===== config.mk =====
export PLATFORM = sky130hd
export DESIGN_NAME = cbc_crc_unit
export DESIGN_NICKNAME = d
export VERILOG_FILES = /design/src/rtl/cbc_pkg.sv /design/src/rtl/cbc_crc_unit.sv
export SDC_FILE = /design/constraint.sdc
export NUM_CORES = 1
export LEC_CHECK = 0
export BUFFER_PORTS_ARGS = -buffer_cell sky130_fd_sc_hd__buf_2
export CORE_AREA = 2 2 91 93
export CTS_BUF_LIST = sky130_fd_sc_hd__clkbuf_4
export DETAILED_ROUTE_END_ITERATION = 10
export DIE_AREA = 0 0 93 95
export GPL_TIMING_DRIVEN = 0
export PLACE_DENSITY = 0.85
export SETUP_SLACK_MARGIN = 0.05
export SLEW_MARGIN = 15
export SYNTH_ARGS = -nofsm -noshare
export SYNTH_HDL_FRONTEND = slang
export SYNTH_SLANG_ARGS = --single-unit

===== constraint.sdc =====
create_clock -name clk_sys_in -period 3.19 [get_ports clk_sys_in]
set_clock_uncertainty 0.15 [all_clocks]
set_input_delay 0.1595 -clock clk_sys_in [delete_from_list [all_inputs] [get_ports clk_sys_in]]
set_output_delay 0.1595 -clock clk_sys_in [all_outputs]
set_load 0.02 [all_outputs]

===== src/rtl/cbc_pkg.sv =====
package cbc_pkg;

  // ----------------------------------------------------------------
  // Register offsets
  // ----------------------------------------------------------------
  localparam int unsigned CBC_ADDR_W = 3;
  localparam logic [2:0] OFF_CONTROL  = 3'h0;
  localparam logic [2:0] OFF_FLAGS    = 3'h1;
  localparam logic [2:0] OFF_BYTE_IN  = 3'h3;
  localparam logic [2:0] OFF_RESULT0  = 3'h4;
  localparam logic [2:0] OFF_RESULT1  = 3'h5;
  localparam logic [2:0] OFF_RESULT2  = 3'h6;
  localparam logic [2:0] OFF_RESULT3  = 3'h7;

  // ----------------------------------------------------------------
  // Field positions
  // ----------------------------------------------------------------
  localparam int unsigned CTL_RST_HI_BIT = 7;
  localparam int unsigned CTL_RST_LO_BIT = 6;
  localparam int unsigned CTL_WIDE_BIT   = 5;
  localparam int unsigned CTL_SRC_MSB    = 3;
  localparam int unsigned FLG_ZERO_BIT   = 1;
  localparam int unsigned FLG_BUSY_BIT   = 0;

  // ----------------------------------------------------------------
  // Source codes and polynomials
  // ----------------------------------------------------------------
  localparam logic [3:0] SRC_DISABLED = 4'h0;
  localparam logic [3:0] SRC_REG_IN   = 4'h1;
  localparam logic [3:0] SRC_NVM      = 4'h2;
  localparam logic [15:0] POLY_16     = 16'h1021;
  localparam logic [31:0] POLY_32     = 32'h04C11DB7;

  // ----------------------------------------------------------------
  // Reset values
  // ----------------------------------------------------------------
  localparam logic [31:0] RESULT_RST  = 32'h00000000;
  localparam logic [31:0] RESULT_ONES = 32'hFFFFFFFF;
  localparam logic [7:0]  BYTE_ZERO   = 8'h00;

endpackage


===== src/rtl/cbc_crc_unit.sv =====
// Notes on behaviour
// RULE_01: Result updates one clock after each byte written to the byte input register.
// RULE_02: The written byte is the next CRC operand; register is write-only, 8 bits.
// RULE_03: Reset clears the result to zero; a reset command may set all ones.
// RULE_04: Result registers accept software writes only while the source is disabled.
// RULE_05: With flash controller source, result reads return zero until busy clears.
// RULE_06: Wide polynomial and busy clear: result reads bit-reversed then inverted.
// RULE_07: Narrow polynomial, or busy set with register input source: result reads the raw remainder.
// RULE_08: Result bytes 0 to 3 sit at offsets 4 to 7 ascending.
// RULE_09: Narrow CRC uses 0x1021; wide select bit chooses 0x04C11DB7.
// RULE_10: Reset code 10 clears, 11 sets ones, two clocks later; field reads zero.
// RULE_11: Source field picks disabled, register input or flash; locked while busy.
// RULE_12: Busy is one while a source is in use; cleared by software or flash.
// RULE_13: In narrow mode the upper two result bytes read as zero.
`timescale 1ns/1ps
`default_nettype none

module cbc_crc_unit
  import cbc_pkg::*;
(
  input  wire logic                  clk_sys_in,
  input  wire logic                  rst_in,
  input  wire logic [CBC_ADDR_W-1:0] reg_addr_in,
  input  wire logic [7:0]            reg_wdata_in,
  input  wire logic                  reg_wr_in,
  input  wire logic                  reg_rd_in,
  output logic      [7:0]            reg_rdata_out,
  input  wire logic [7:0]            nvm_byte_in,
  input  wire logic                  nvm_byte_valid_in,
  input  wire logic                  nvm_done_in,
  output logic                       busy_out,
  output logic                       zero_out
);

  // ----------------------------------------------------------------
  // One byte step of the CRC engine.
  // ----------------------------------------------------------------
  function automatic logic [31:0] cbc_crc_step(input logic [31:0] crc,
                                               input logic [7:0]  din,
                                               input logic        wide);
    logic [31:0] c;
    logic        fb;
    c  = crc;
    fb = 1'b0;
    for (int i = 0; i < 8; i++) begin
      if (wide) begin
        fb = c[31] ^ din[i];
        c  = {c[30:0], 1'b0} ^ (fb ? POLY_32 : 32'h00000000);
      end else begin
        fb = c[15] ^ din[7-i];
        c  = {16'h0000, c[14:0], 1'b0} ^ (fb ? {16'h0000, POLY_16} : 32'h00000000);
      end
    end
    return c;
  endfunction

  // ----------------------------------------------------------------
  // State registers
  // ----------------------------------------------------------------
  logic [31:0] crc_q;
  logic [31:0] crc_d;
  logic [3:0]  src_q;
  logic [3:0]  src_d;
  logic        wide_q;
  logic        wide_d;
  logic        busy_q;
  logic        busy_d;
  logic        zero_q;
  logic        zero_d;
  logic        rst_pend_q;
  logic        rst_pend_d;
  logic        rst_fill_q;
  logic        rst_fill_d;
  logic [7:0]  rdata_q;
  logic [7:0]  rdata_d;

  // ----------------------------------------------------------------
  // Address decode
  // ----------------------------------------------------------------
  wire wr_control = reg_wr_in && (reg_addr_in == OFF_CONTROL);
  wire wr_flags   = reg_wr_in && (reg_addr_in == OFF_FLAGS);
  wire wr_byte_in = reg_wr_in && (reg_addr_in == OFF_BYTE_IN);
  wire wr_result  = reg_wr_in && reg_addr_in[2];

  // ----------------------------------------------------------------
  // Control decode
  // ----------------------------------------------------------------
  wire       src_is_reg   = (src_q == SRC_REG_IN);
  wire       src_is_nvm   = (src_q == SRC_NVM);
  wire       src_is_off   = (src_q == SRC_DISABLED);
  wire       rst_cmd      = wr_control && reg_wdata_in[CTL_RST_HI_BIT]; // see RULE_10
  wire       rst_cmd_fill = reg_wdata_in[CTL_RST_LO_BIT];
  wire       ctl_unlocked = wr_control && !busy_q; // see RULE_11
  wire [3:0] src_field    = reg_wdata_in[CTL_SRC_MSB:0];
  wire       src_legal    = (src_field == SRC_REG_IN) || (src_field == SRC_NVM);
  wire [3:0] src_new      = src_legal ? src_field : SRC_DISABLED; // see RULE_11
  wire       wide_eff     = wide_q || src_is_nvm;

  // ----------------------------------------------------------------
  // Byte feed and completion
  // ----------------------------------------------------------------
  wire        reg_feed   = wr_byte_in && busy_q && src_is_reg; // see RULE_02
  wire        nvm_feed   = nvm_byte_valid_in && busy_q && src_is_nvm;
  wire        feed_en    = reg_feed || nvm_feed;
  wire [7:0]  feed_byte  = reg_feed ? reg_wdata_in : nvm_byte_in;
  wire [31:0] crc_stepped = cbc_crc_step(crc_q, feed_byte, wide_eff); // see RULE_09
  wire        reg_done   = wr_flags && reg_wdata_in[FLG_BUSY_BIT] && busy_q && src_is_reg;
  wire        nvm_done   = nvm_done_in && busy_q && src_is_nvm;
  wire        gen_done   = reg_done || nvm_done; // see RULE_12

  // ----------------------------------------------------------------
  // Result views
  // ----------------------------------------------------------------
  logic [31:0] crc_rev;
  genvar gi;
  generate
    for (gi = 0; gi < 32; gi++) begin : g_rev
      assign crc_rev[gi] = crc_q[31-gi]; // see RULE_06
    end
  endgenerate

  wire [31:0] raw_view   = wide_eff ? crc_q : {16'h0000, crc_q[15:0]}; // see RULE_13
  wire [31:0] final_view = wide_eff ? ~crc_rev : raw_view; // see RULE_06
  wire [31:0] read_view  = (src_is_nvm && busy_q) ? RESULT_RST : // see RULE_05
                           (busy_q ? raw_view : final_view); // see RULE_07

  // ----------------------------------------------------------------
  // Result register next value
  // ----------------------------------------------------------------
  always_comb begin
    crc_d = crc_q;
    if (rst_pend_q) begin
      crc_d = rst_fill_q ? RESULT_ONES : RESULT_RST; // see RULE_03
    end else if (wr_result && src_is_off) begin
      unique case (reg_addr_in) // see RULE_04
        OFF_RESULT0: crc_d[7:0]   = reg_wdata_in;
        OFF_RESULT1: crc_d[15:8]  = reg_wdata_in;
        OFF_RESULT2: crc_d[23:16] = reg_wdata_in;
        OFF_RESULT3: crc_d[31:24] = reg_wdata_in;
        default:     crc_d        = crc_q;
      endcase
    end else if (feed_en) begin
      crc_d = crc_stepped; // see RULE_01
    end
  end

  // ----------------------------------------------------------------
  // Control and flag next values
  // ----------------------------------------------------------------
  always_comb begin
    rst_pend_d = rst_cmd; // see RULE_10
    rst_fill_d = rst_cmd ? rst_cmd_fill : rst_fill_q;
    src_d      = ctl_unlocked ? src_new : src_q;
    wide_d     = ctl_unlocked ? reg_wdata_in[CTL_WIDE_BIT] : wide_q;
    busy_d     = busy_q;
    if (gen_done || rst_pend_q) begin
      busy_d = 1'b0; // see RULE_12
    end
    if (ctl_unlocked) begin
      busy_d = (src_new != SRC_DISABLED); // see RULE_12
    end
    zero_d = zero_q;
    if (ctl_unlocked) begin
      zero_d = 1'b0;
    end
    if (gen_done) begin
      zero_d = (final_view == RESULT_RST);
    end
  end

  // ----------------------------------------------------------------
  // Read data
  // ----------------------------------------------------------------
  wire [7:0] rd_control = {2'b00, wide_q, 1'b0, src_q} & 8'h2F; // see RULE_10
  wire [7:0] rd_flags   = {6'h00, zero_q, busy_q};
  wire [7:0] rd_result  = read_view[{reg_addr_in[1:0], 3'b000} +: 8]; // see RULE_08
  wire [7:0] rd_word    = (reg_addr_in == OFF_CONTROL) ? rd_control :
                          (reg_addr_in == OFF_FLAGS)   ? rd_flags   :
                          reg_addr_in[2]               ? rd_result  : BYTE_ZERO;

  always_comb begin
    rdata_d = reg_rd_in ? rd_word : BYTE_ZERO;
  end

  // ----------------------------------------------------------------
  // Flip-flops
  // ----------------------------------------------------------------
  always_ff @(posedge clk_sys_in) begin
    if (rst_in) begin
      crc_q      <= RESULT_RST; // see RULE_03
      src_q      <= SRC_DISABLED;
      wide_q     <= 1'b0;
      busy_q     <= 1'b0;
      zero_q     <= 1'b0;
      rst_pend_q <= 1'b0;
      rst_fill_q <= 1'b0;
      rdata_q    <= BYTE_ZERO;
    end else begin
      crc_q      <= crc_d;
      src_q      <= src_d;
      wide_q     <= wide_d;
      busy_q     <= busy_d;
      zero_q     <= zero_d;
      rst_pend_q <= rst_pend_d;
      rst_fill_q <= rst_fill_d;
      rdata_q    <= rdata_d;
    end
  end

  assign reg_rdata_out = rdata_q;
  assign busy_out      = busy_q;
  assign zero_out      = zero_q;

endmodule

`default_nettype wire


==> results.md, run 1 <==
- Worst-path fanout max: 5
- Number of port buffers: 31
- Internal power: 1220 uW
- Ys flop type: dfxtp_1
- Initial Util: 54.5%
- Slew Viols, Final: 0
- Switching part of the total: 37.6%
- Longest Clk Path Bufs: 2
- Power per cell area: 349 nW/um^2
- Starting DRT DRC Count: 497
- Placed Cells: 676
- Congestion Overflow GR: 0
- WL/cell: 23.7 um
- Synthesized Nets: 565
- DP HPWL: 12.3 mm
- Max-cap violations: 0
- Hold-critical path depth: 4
- Worst-Margin Slew: 920 ps
- Total Nets Final: 650
- Clk pin slew, worst setup/hold paths: 150 ps
- Pleak: 0.00210 uW
- Max VDD drop: 208 uV
- Area delta synth->final: 29.4%
- EDFF count, synth: 0
- Layout cells sized above 1: 26.8%
- DRT Pass-1 Iters: 5
- Cell Rows: 33
- WS Path Type: reg2reg
- Full die area: 8840 um^2
- Drt total wl: 17.3 mm
- Netlist cell types: 64
- Register area share after synthesis: 22.7%
- Number of diodes: 0
- Worst EP required: 3350 ps
- Syn_area_per_cell: 8.01 um^2
- Clock power share: 20.2%
- Antenna violations before repair: 0
- Area of the mapped netlist: 4320 um^2
- Die H: 95 um
- H-tree depth: 2
- Ports: 35
- Worst Setup End Kind: flip-flop
- Routed via count: 4805
- Root Buffer: clkbuf_4
- Synth Instances: 540
- Worst-skew pair later-pin latency: 390 ps
- Clock Sinks: 49
- Sw power: 735 uW
- CORE AREA: 7930 um^2
- Final std cells w/o fill: 731
- RSZ-0062 raised after global routing: yes
- Detailed-route DRC error count: 0
- Count of final setup violators: 15
- Vias in the first global route: 4524
- Outcome: finished, violations left
- Sequential power share: 35.1%
- Ys async rst share: 0%
- Tot GR Track Use: 39.2%
- Pin count of the biggest net entering global routing: 15
- R2r worst-path depth: 13
- Final hold viol count: 0
- RD Place Congestion: 0.950
- Die Width: 93 um
- Critical path launch point type: flip-flop
- Via density: 6.57
- Cts bufs inserted: 5
- First-pass GRT wire length: 25.3 mm
- FMAX: 303 MHz
- Min Tclk post-route: 3310 ps
- Critical Path AT: 3460 ps
- CTS tree: done
- Warnings from Yosys: 0
- Final Power: 1950 uW
- Failing checks: negative setup slack
- Final setup margin: -115 ps
- Gate power share: 44.8%
- Slew HR: 38.4%
- Final worst path period share: 104%
- Worst min path class: in2reg
- Synthesis-stage register bit count: 49
- DRT antenna net count: 0
-- through the flow --
stage / setup slack [ps] / util (%) / hold slack [ps] / setup TNS (ps) / cell area [um^2]
floorplan: 42.4 / - / 153 / 0 / 4400
global placement: -590 / 59.1 / 299 / -11890 / 4690
detailed placement: -662 / 59.1 / 310 / -14440 / 4690
CTS: -90.6 / 66.7 / 30.1 / -631 / 5290
global route: -212 / 70.6 / 77.2 / -2980 / 5590
finish: -115 / 70.6 / 22.6 / -706 / 5590
-- area by class of cell --
type	instances	area (um^2)
buffer	43	196
clock buffer	6	45.0
clock inverter	2	33.8
fill	644	2330
inverter	18	67.6
multi-input combinational	428	3520
sequential	49	990
tap	105	131
timing repair buffer	80	611
-- registers in the layout, summed over array words and instances, names as in the netlist --
name	cells
reg_rdata_out	8
rst_fill_q	1
zero_out	1
wide_q	1
src_q	4
rst_pend_q	1
busy_out	1
crc_q	32
-- final timing paths --
| path | from | to | slack (ps) |
|---|---|---|---|
| worst max-delay path | src_q[1]$_SDFFE_PP0P_ | crc_q[13]$_SDFFE_PP0P_ | -120 |
| worst min-delay path | reg_wdata_in[2] | busy_out$_SDFFE_PP0P_ | 20 |
| worst max register to register | src_q[1]$_SDFFE_PP0P_ | crc_q[13]$_SDFFE_PP0P_ | -120 |
| worst min register to register | crc_q[16]$_SDFFE_PP0P_ | crc_q[16]$_SDFFE_PP0P_ | 400 |
-- worst max-delay path: stages, from the launching register on --
cell,delay [ps]
dfxtp_4,380
or4b_4,560
buf_6,160
o31a_1,260
or3_4,340
a21oi_4,220
xnor2_4,100
buf_12,150
buf_12,130
xnor2_4,210
buf_6,140
xnor2_2,110
a21oi_2,90
nor3_2,210
-- power by group through the flow --
stage | clock, uW | sequential (uW) | combinational [uW]
final | 394 | 685 | 875
after global routing | 409 | 687 | 922
after global placement | 0 | 696 | 680
after floorplan | 0 | 681 | 526
after CTS | 384 | 682 | 781
after detailed placement | 0 | 697 | 687
-- per-layer routing --
layer	vias up	wire [um]	GRT usage, %	share of wire (%)
met5	-	0	0	0
met1	2248	6490	48.9	37
met2	337	7770	63.2	45
li1	2120	-	-	-
met3	100	1870	8.06	11
met4	0	1220	22.7	7.0
-- repair_timing --
action                                 4_1_cts  5_1_grt
pin swaps                                   38       33
setup buffers                               24       18
gates cloned                                 1        0
hold buffers                                 6        0
setup endpoints to repair                   41       35
endpoints found under the hold margin        8        0
gates resized for setup                     51       37
-- synthesized netlist by cell type, types with 3 or more instances --
cell,count,area (um^2)
nand2_1,33,124
o22ai_1,3,18.8
nor2b_1,6,37.5
a21oi_1,40,200
o21ai_1,8,40.0
a21o_1,4,30.0
a31oi_1,3,18.8
nor3b_1,3,22.5
nor4_1,7,43.8
and3_1,5,31.3
inv_1,18,67.6
dfxtp_1,49,981
xnor3_1,6,135
xnor2_4,3,82.6
mux4_2,9,203
xor2_1,20,175
xnor2_2,3,48.8
and2_1,6,37.5
buf_2,3,15.0
o21ai_0,24,120
clkbuf_1,33,124
a211oi_1,16,120
nor2_1,69,259
xnor2_1,50,438
o31a_1,3,26.3
buf_1,5,18.8
nand3_1,12,60.1
mux2i_1,7,70.1
o211ai_1,9,67.6
nor3_1,7,35.0
or3_1,5,31.3
nand4_1,11,68.8
nand3b_1,4,30.0
o221ai_1,3,26.3
a311oi_1,13,114
a22oi_1,4,30.0
-- placed cells by master (no fill, tap or decap), types with 11 or more instances in the layout --
cell	n
a211oi_1	14
a21oi_1	35
a311oi_1	11
buf_2	33
buf_4	31
buf_6	12
clkbuf_1	24
dfxtp_1	46
inv_1	18
nand2_1	32
nand3_1	12
nand4_1	11
nor2_1	69
o21ai_0	22
xnor2_1	39
xor2_1	14
-- kinds of logic after synthesis --
logic type / after synthesis / share of synthesized area [%]
AOI/OAI and AO/OA: 145 / 22.1
xor gates and xnor gates: 84 / 21.3
buffers and inverters: 63 / 5.96
DFF: 49 / 22.7
muxes: 17 / 6.83
and+or+nand+nor: 182 / 21.2
(Power assumes the default switching activity.)
==> run 2, diff against run 1 <==
- CORE_AREA: 2 2 91 93 -> 2 2 122 124
- DIE_AREA: 0 0 93 95 -> 0 0 124 126
- PLACE_DENSITY: 0.85 -> 0.56
==> results.md, run 2 (synthesis results as in run 1) <==
- Ports: 35 (unchanged)
- Fin Setup TNS: -656 ps (+50.4 ps)
- Tot GR Track Use: 23.0% (-16 points)
- FMAX: 302 MHz (-0.11%)
- Area delta synth->final: 38.5%
- CTS tree: done
- Pin count of the biggest net entering global routing: 17 (+2)
- Die Width: 124 um (+33%)
- WL/cell: 21.9 um (-7.8%)
- Starting DRT DRC Count: 565 (+14%)
- WS Path Type: reg2reg
- First-pass GRT wire length: 26.7 mm (+5.5%)
- Met3 usage in global routing: 4.48% (-3.6 points)
- DRT Pass-1 Iters: 6 (+1)
- Congestion Overflow GR: 0 (unchanged)
- Slew HR: 36.7% (-1.8 points)
- Max VDD drop: 143 uV (-31%)
- Setup WS pre-CTS: -645 ps (+17.3 ps)
- Slew Viols, Final: 0 (unchanged)
- Failing checks: negative setup slack
- Die H: 126 um (+33%)
- R2r worst-path depth: 11 (-2)
- Max-cap violations: 0 (unchanged)
- Final hold viol count: 0 (unchanged)
- Final setup margin: -119 ps (-3.73 ps)
- Critical Path AT: 3470 ps (about the same)
- Clk pin slew, worst setup/hold paths: 180 ps (+30 ps)
- Outcome: finished, violations left
- Power per cell area: 329 nW/um^2 (-5.8%)
- Initial Util: 30.2% (-24 points)
- Cts bufs inserted: 5 (unchanged)
- Most common cell after layout, fill and taps aside: nor2_1
- Met1 Track Usage GR: 31.3% (-18 points)
- Final Power: 1970 uW (+0.81%)
- Worst hold margin: 34.0 ps (+11.5 ps)
- Largest register FFs: 32 (unchanged)
- Worst-skew pair later-pin latency: 450 ps (+60 ps)
- Critical path launch point type: flip-flop
- Filler cells: 1411 (+120%)
- Most frequent cells in the layout: nor2_1 (66), dfxtp_1 (46), buf_4 (43)
- Vias in the first global route: 4495 (-0.64%)
- Count of final setup violators: 15 (unchanged)
- Worst-Margin Slew: 947 ps (+26.6 ps)
- DRT antenna net count: 0 (unchanged)
- Number of port buffers: 31 (unchanged)
- Worst Setup End Kind: flip-flop
- Total Nets Final: 672 (+3.4%)
- RD Place Congestion: 0.955 (+0.56%)
- Min Tclk post-route: 3310 ps (+3.73 ps)
- Most flop-heavy register: crc_q
- Root Buffer: clkbuf_4
- Hold-critical path depth: 4 (unchanged)
- Met2 usage: 36.0% (-27 points)
- GR peak layer: met2
- RSZ-0062 raised after global routing: yes
- Routed via count: 4853 (+1.0%)
- Detailed-route DRC error count: 0 (unchanged)
- CORE AREA: 14300 um^2 (+81%)
- Cell Rows: 44 (+33%)
- Pleak: 0.00223 uW (+6.4%)
- Antenna violations before repair: 0 (unchanged)
- Via density: 5.83 (-11%)
- H-tree depth: 2 (unchanged)
- Worst-path fanout max: 6 (+1)
- Final worst path period share: 104% (+0.12 points)
- Worst EP required: 3350 ps (about the same)
- DP HPWL: 12.8 mm (+3.6%)
- Longest Clk Path Bufs: 2 (unchanged)
- Drt total wl: 18.2 mm (+5.0%)
- Worst min path class: in2reg
- Clock Sinks: 49 (unchanged)
- Full die area: 15600 um^2 (+77%)
- Layout cells sized above 1: 31.6% (+4.8 points)
==> run 2: changes by cell type in the layout (fill, tap and decap cells not counted), moves of 3 or more <==
cell	change
dlygate4sd3_1	+3
clkbuf_2	-5
a211oi_1	-3
buf_2	+3
nor2_1	-3
xor2_2	+3
buf_4	+12
nor2_2	+3
buf_6	+6
xnor2_1	-3
==> run 2: worst paths after layout <==
| check | start | to | slack (ps) |
|---|---|---|---|
| worst max-delay path | src_q[1]$_SDFFE_PP0P_ | crc_q[14]$_SDFFE_PP0P_ | -120 |
| worst min-delay path | reg_wdata_in[3] | busy_out$_SDFFE_PP0P_ | 30 |
| worst max register to register | src_q[1]$_SDFFE_PP0P_ | crc_q[14]$_SDFFE_PP0P_ | -120 |
| worst min register to register | crc_q[23]$_SDFFE_PP0P_ | crc_q[23]$_SDFFE_PP0P_ | 380 |
==> run 2: area by class of cell <==
type | count | area, um^2 | area share, %
tap | 184 | 230 | 3.85
multi-input combinational | 428 | 3640 | 60.8
sequential | 49 | 990 | 16.5
antenna | 1 | 2.50 | 0.0418
inverter | 18 | 67.6 | 1.13
timing repair buffer | 101 | 782 | 13.1
clock buffer | 5 | 37.5 | 0.627
clock inverter | 3 | 21.3 | 0.355
buffer | 44 | 216 | 3.62
==> run 2: repair_timing <==
item / 4_1_cts / 5_1_grt
pin swaps: 48 / 41
hold endpoints to repair: 12 / 0
buffers inserted: 32 / 30
hold buffers: 9 / 0
endpoints found under the setup margin: 40 / 37
gates resized for setup: 66 / 53
==> run 2: worst max-delay path: stages (launching register included) <==
cell and delay, ps:
dfxtp_4 380, or4b_4 530, buf_6 150, buf_2 170, o31ai_4 280, nand2_2 130
xnor2_4 220, xnor3_2 440, xnor2_2 170, a21oi_2 170, mux2i_2 260, a211oi_2 100
==> run 2: power breakdown <==
part | internal, uW | switching (uW) | leakage, uW
clock network | 88.0 | 255 | 0.0000332
registers | 644 | 41.7 | 0.000402
logic | 450 | 491 | 0.00180
==> run 2: stage by stage <==
stage                     cells  util [%]  instance area, um^2
final                       833      41.8                 5990
after global routing        832      41.8                 5980
after CTS                   803      38.7                 5540
after detailed placement    755      33.4                 4790
after global placement      755      33.4                 4790
after floorplan             540         -                 4400
==> run 2: routing by layer <==
| layer | wire, um | up-vias |
|---|---|---|
| met5 | 0 | - |
| met4 | 736 | 0 |
| met3 | 1630 | 58 |
| met2 | 8490 | 289 |
| met1 | 7360 | 2349 |
| li1 | - | 2157 |
==> run 3, diff against run 2 <==
- ABC_AREA: unset -> 1
- CAP_MARGIN: unset -> 20
- CORE_AREA: 2 2 122 124 -> 2 2 130 132
- DIE_AREA: 0 0 124 126 -> 0 0 132 134
==> results.md, run 3 <==
- Outcome: finished, final reports clean
- Post-synth top cells: nand2_1 (227), nand3_1 (104), inv_1 (79)
- Worst hold margin: 51.0 ps (+17.0 ps)
- Final setup margin: 268 ps (+387 ps)
- Clk pin slew, worst setup/hold paths: 160 ps (-20 ps)
- Cts bufs inserted: 5 (unchanged)
- Post-Synth Simple-Gate Area: 41.9% (+21 points)
- Fin Setup TNS: 0 ps (+656 ps)
- Slew Viols, Final: 0 (unchanged)
- Worst-path fanout max: 10 (+4)
- FMAX: 342 MHz (+13%)
- Routed via count: 6119 (+26%)
- Dominant cell by count in the synthesized netlist: nand2_1
- CP max-delay cell: dlygate4sd3_1
- Final hold viol count: 0 (unchanged)
- Hold Crit Start: reg_wdata_in[6]
- CTS tree: done
- Pin count of the biggest net entering global routing: 15 (-2)
- Ys flop type: dfxtp_1
- Longest Clk Path Bufs: 2 (unchanged)
- Congestion Overflow GR: 0 (unchanged)
- First-pass GRT wire length: 35.1 mm (+31%)
- DRT antenna net count: 0 (unchanged)
- Most frequent cells in the layout: nand2_1 (225), nand3_1 (102), inv_1 (78)
- DP HPWL: 18.1 mm (+42%)
- CP delay by family, top: buffers and inverters
- H-tree depth: 2 (unchanged)
- WP buf/inv: 6 (+4)
- Total Nets Final: 906 (+35%)
- Min Tclk post-route: 2920 ps (-387 ps)
- Vias in the first global route: 5789 (+29%)
- Cell Rows: 47 (+6.8%)
- Full die area: 17700 um^2 (+13%)
- Tot GR Track Use: 26.1% (+3.1 points)
- WL/cell: 20.6 um (-5.6%)
- Synthesized Nets: 859 (+52%)
- RSZ-0062 raised after global routing: yes
- Worst-skew pair later-pin latency: 390 ps (-60 ps)
- Warnings from Yosys: 0 (unchanged)
- Max VDD drop: 171 uV (+19%)
- Mux share of post-synthesis cell area: 0% (-6.8 points)
- WS Path Type: in2reg
- Number of port buffers: 31 (unchanged)
- Via density: 5.55 (-4.7%)
- Register area share after synthesis: 19.8% (-2.9 points)
- Beginning of the worst register-to-register path: src_q[2]$_SDFFE_PP0P_
- Antenna violations before repair: 0 (unchanged)
- Share of the synthesized area in the top cell type: 19.8% (-2.9 points)
- Setup Buffers After CTS: 0 (-100%)
- Post-synthesis adder-cell area fraction: 0% (unchanged)
- Worst EP required: 3340 ps (about the same)
- Syn_area_per_cell: 5.94 um^2 (-26%)
- Placed Cells: 1085 (+44%)
- Number of diodes: 0 (-1)
- Clock Sinks: 49 (unchanged)
- Most Frequent Cell on Critical Path: inv_1
- Layout cells sized above 1: 13.5% (-18 points)
- XOR/XNOR Fraction of Synth Area: 6.79% (-14 points)
- Power per cell area: 324 nW/um^2 (-1.5%)
- CP max stage delay: 520 ps (about the same)
- Max-cap violations: 0 (unchanged)
- Die Width: 132 um (+6.5%)
- Area of placed instances: 5390 um^2 (+13%)
- Worst Setup End Kind: flip-flop
- Critical Path AT: 3070 ps (-400 ps)
- Ports: 35 (unchanged)
- Count of final setup violators: 0 (-15)
- EDFF count, synth: 0 (unchanged)
- Synthesis-stage register bit count: 49 (unchanged)
- Largest family of logic cells by synthesized area: simple AND/OR/NAND/NOR gates
- Drt total wl: 22.7 mm (+25%)
- Setup WS pre-CTS: 45.3 ps (+690 ps)
- Die H: 134 um (+6.3%)
- Critical path depth: 13 (+2)
- Largest register FFs: 32 (unchanged)
- Crit Reg-Reg Endpoint: crc_q[14]$_SDFFE_PP0P_
- Top post-synthesis cells by area: dfxtp_1 (20%), nand2_1 (17%), nand3_1 (11%)
- Worst setup path start: reg_wr_in
- CORE AREA: 16300 um^2 (+14%)
- Root Buffer: clkbuf_4
- RD Place Congestion: 0.996 (+4.2%)
- Dominant cell type by area after synthesis: dfxtp_1
- Detailed-route DRC error count: 0 (unchanged)
- Pleak: 0.00255 uW (+14%)
- Ys async rst share: 0% (unchanged)
- Critical path launch point type: input port
- Synth Instances: 834 (+54%)
- Final worst path period share: 91.6% (-12 points)
- Most flop-heavy register: crc_q
- Worst min path class: in2reg
- Area delta synth->final: 13.0%
- Compound-Gate Fraction of Synth Area: 21.1% (-0.97 points)
- Crit path to: crc_q[15]$_SDFFE_PP0P_
- Worst-Margin Slew: 873 ps (-73.2 ps)
- Initial Util: 30.4% (+0.22 points)
- Most common cell after layout, fill and taps aside: nand2_1
- Flop2flop setup slack: 310 ps (+430 ps)
- Starting DRT DRC Count: 712 (+26%)
- Final Cell Area: 5600 um^2 (-6.5%)
- R2r worst-path depth: 16 (+5)
- Netlist cell types: 50 (-22%)
- DRT Pass-1 Iters: 5 (-1)
- Filler cells: 1837 (+30%)
- Final std cells w/o fill: 1102 (+32%)
- Slew HR: 41.6% (+4.9 points)
- Area of the mapped netlist: 4950 um^2 (+15%)
- Critical-path cell list: dlygate4sd3_1, buf_2, inv_1, nor2_1, nand4_1, nand2_1, inv_1, nand3_1, inv_1, a21oi_2, inv_1, nor2_1, a21oi_1
## run 3: cell types whose count changed in the layout (fill, tap and decap cells not counted), sizes merged, moves of 9 or more
cell / previous run / this run
a211oi: 16 / 3
a21oi: 42 / 64
a311oi: 14 / 1
a31oi: 3 / 18
buf: 105 / 46
clkbuf: 36 / 25
inv: 19 / 87
mux4: 9 / 0
nand2: 33 / 248
nand3: 13 / 111
nor2: 69 / 47
o21ai: 32 / 80
xnor2: 56 / 6
## run 3: how the worst min path moves through the flow
stage                              end  slack (ps)  depth (start not counted)
6_report       rst_fill_q$_SDFFE_PP0P_          50                          5
5_1_grt          rst_pend_q$_SDFF_PP0_          60                          2
4_1_cts          src_q[1]$_SDFFE_PP0P_          30                          4
3_5_place_dp   rst_fill_q$_SDFFE_PP0P_         330                          2
3_3_place_gp   rst_fill_q$_SDFFE_PP0P_         330                          2
2_1_floorplan   crc_q[25]$_SDFFE_PP0P_         180                          2
## run 3: power breakdown
group	internal (uW)	switching [uW]
Clock	172	228
Combinational	228	485
Sequential	646	57.4
Total	1050	770
## run 3: logic make-up after synthesis
kind of cell,Yosys count
buf+inv,124
simple gates,443
compound gates,186
xor+xnor,32
flops,49
## run 3: per-layer routing
| layer | wire length [um] | GRT usage [%] | vias up |
|---|---|---|---|
| met5 | 0 | 0 | - |
| met4 | 1320 | 13.7 | 0 |
| met3 | 2200 | 5.37 | 74 |
| met2 | 9830 | 40.6 | 341 |
| met1 | 9380 | 34.2 | 2804 |
| li1 | - | - | 2900 |
## run 3: per-stage QoR
| step | power, uW | util, % |
|---|---|---|
| after floorplan | 1160 | - |
| after global placement | 1390 | 33.1 |
| after detailed placement | 1390 | 33.1 |
| after CTS | 1790 | 34.1 |
| after global routing | 1920 | 34.4 |
| final | 1820 | 34.4 |
## run 3: area by class of cell
cell class / instances / area, um^2 / share of cell area (%)
buffer: 34 / 174 / 3.11
clock buffer: 6 / 45.0 / 0.804
clock inverter: 2 / 33.8 / 0.603
inverter: 90 / 343 / 6.12
multi-input combinational: 661 / 3500 / 62.5
sequential: 49 / 981 / 17.5
tap: 220 / 275 / 4.92
timing repair buffer: 40 / 245 / 4.38
## run 3: worst min-delay path: cells and delay by family
kind | cells | cell delay, ps
compound gates | 1 | 40
buf+inv | 2 | 170
simple gates | 2 | 180
## run 3: what timing repair did
| item | CTS | global route |
|---|---|---|
| endpoints found under the setup margin | 1 | 13 |
| endpoints found under the hold margin | 12 | 0 |
| pin swaps | 0 | 1 |
| hold buffers | 9 | 0 |
| resized for setup | 1 | 13 |
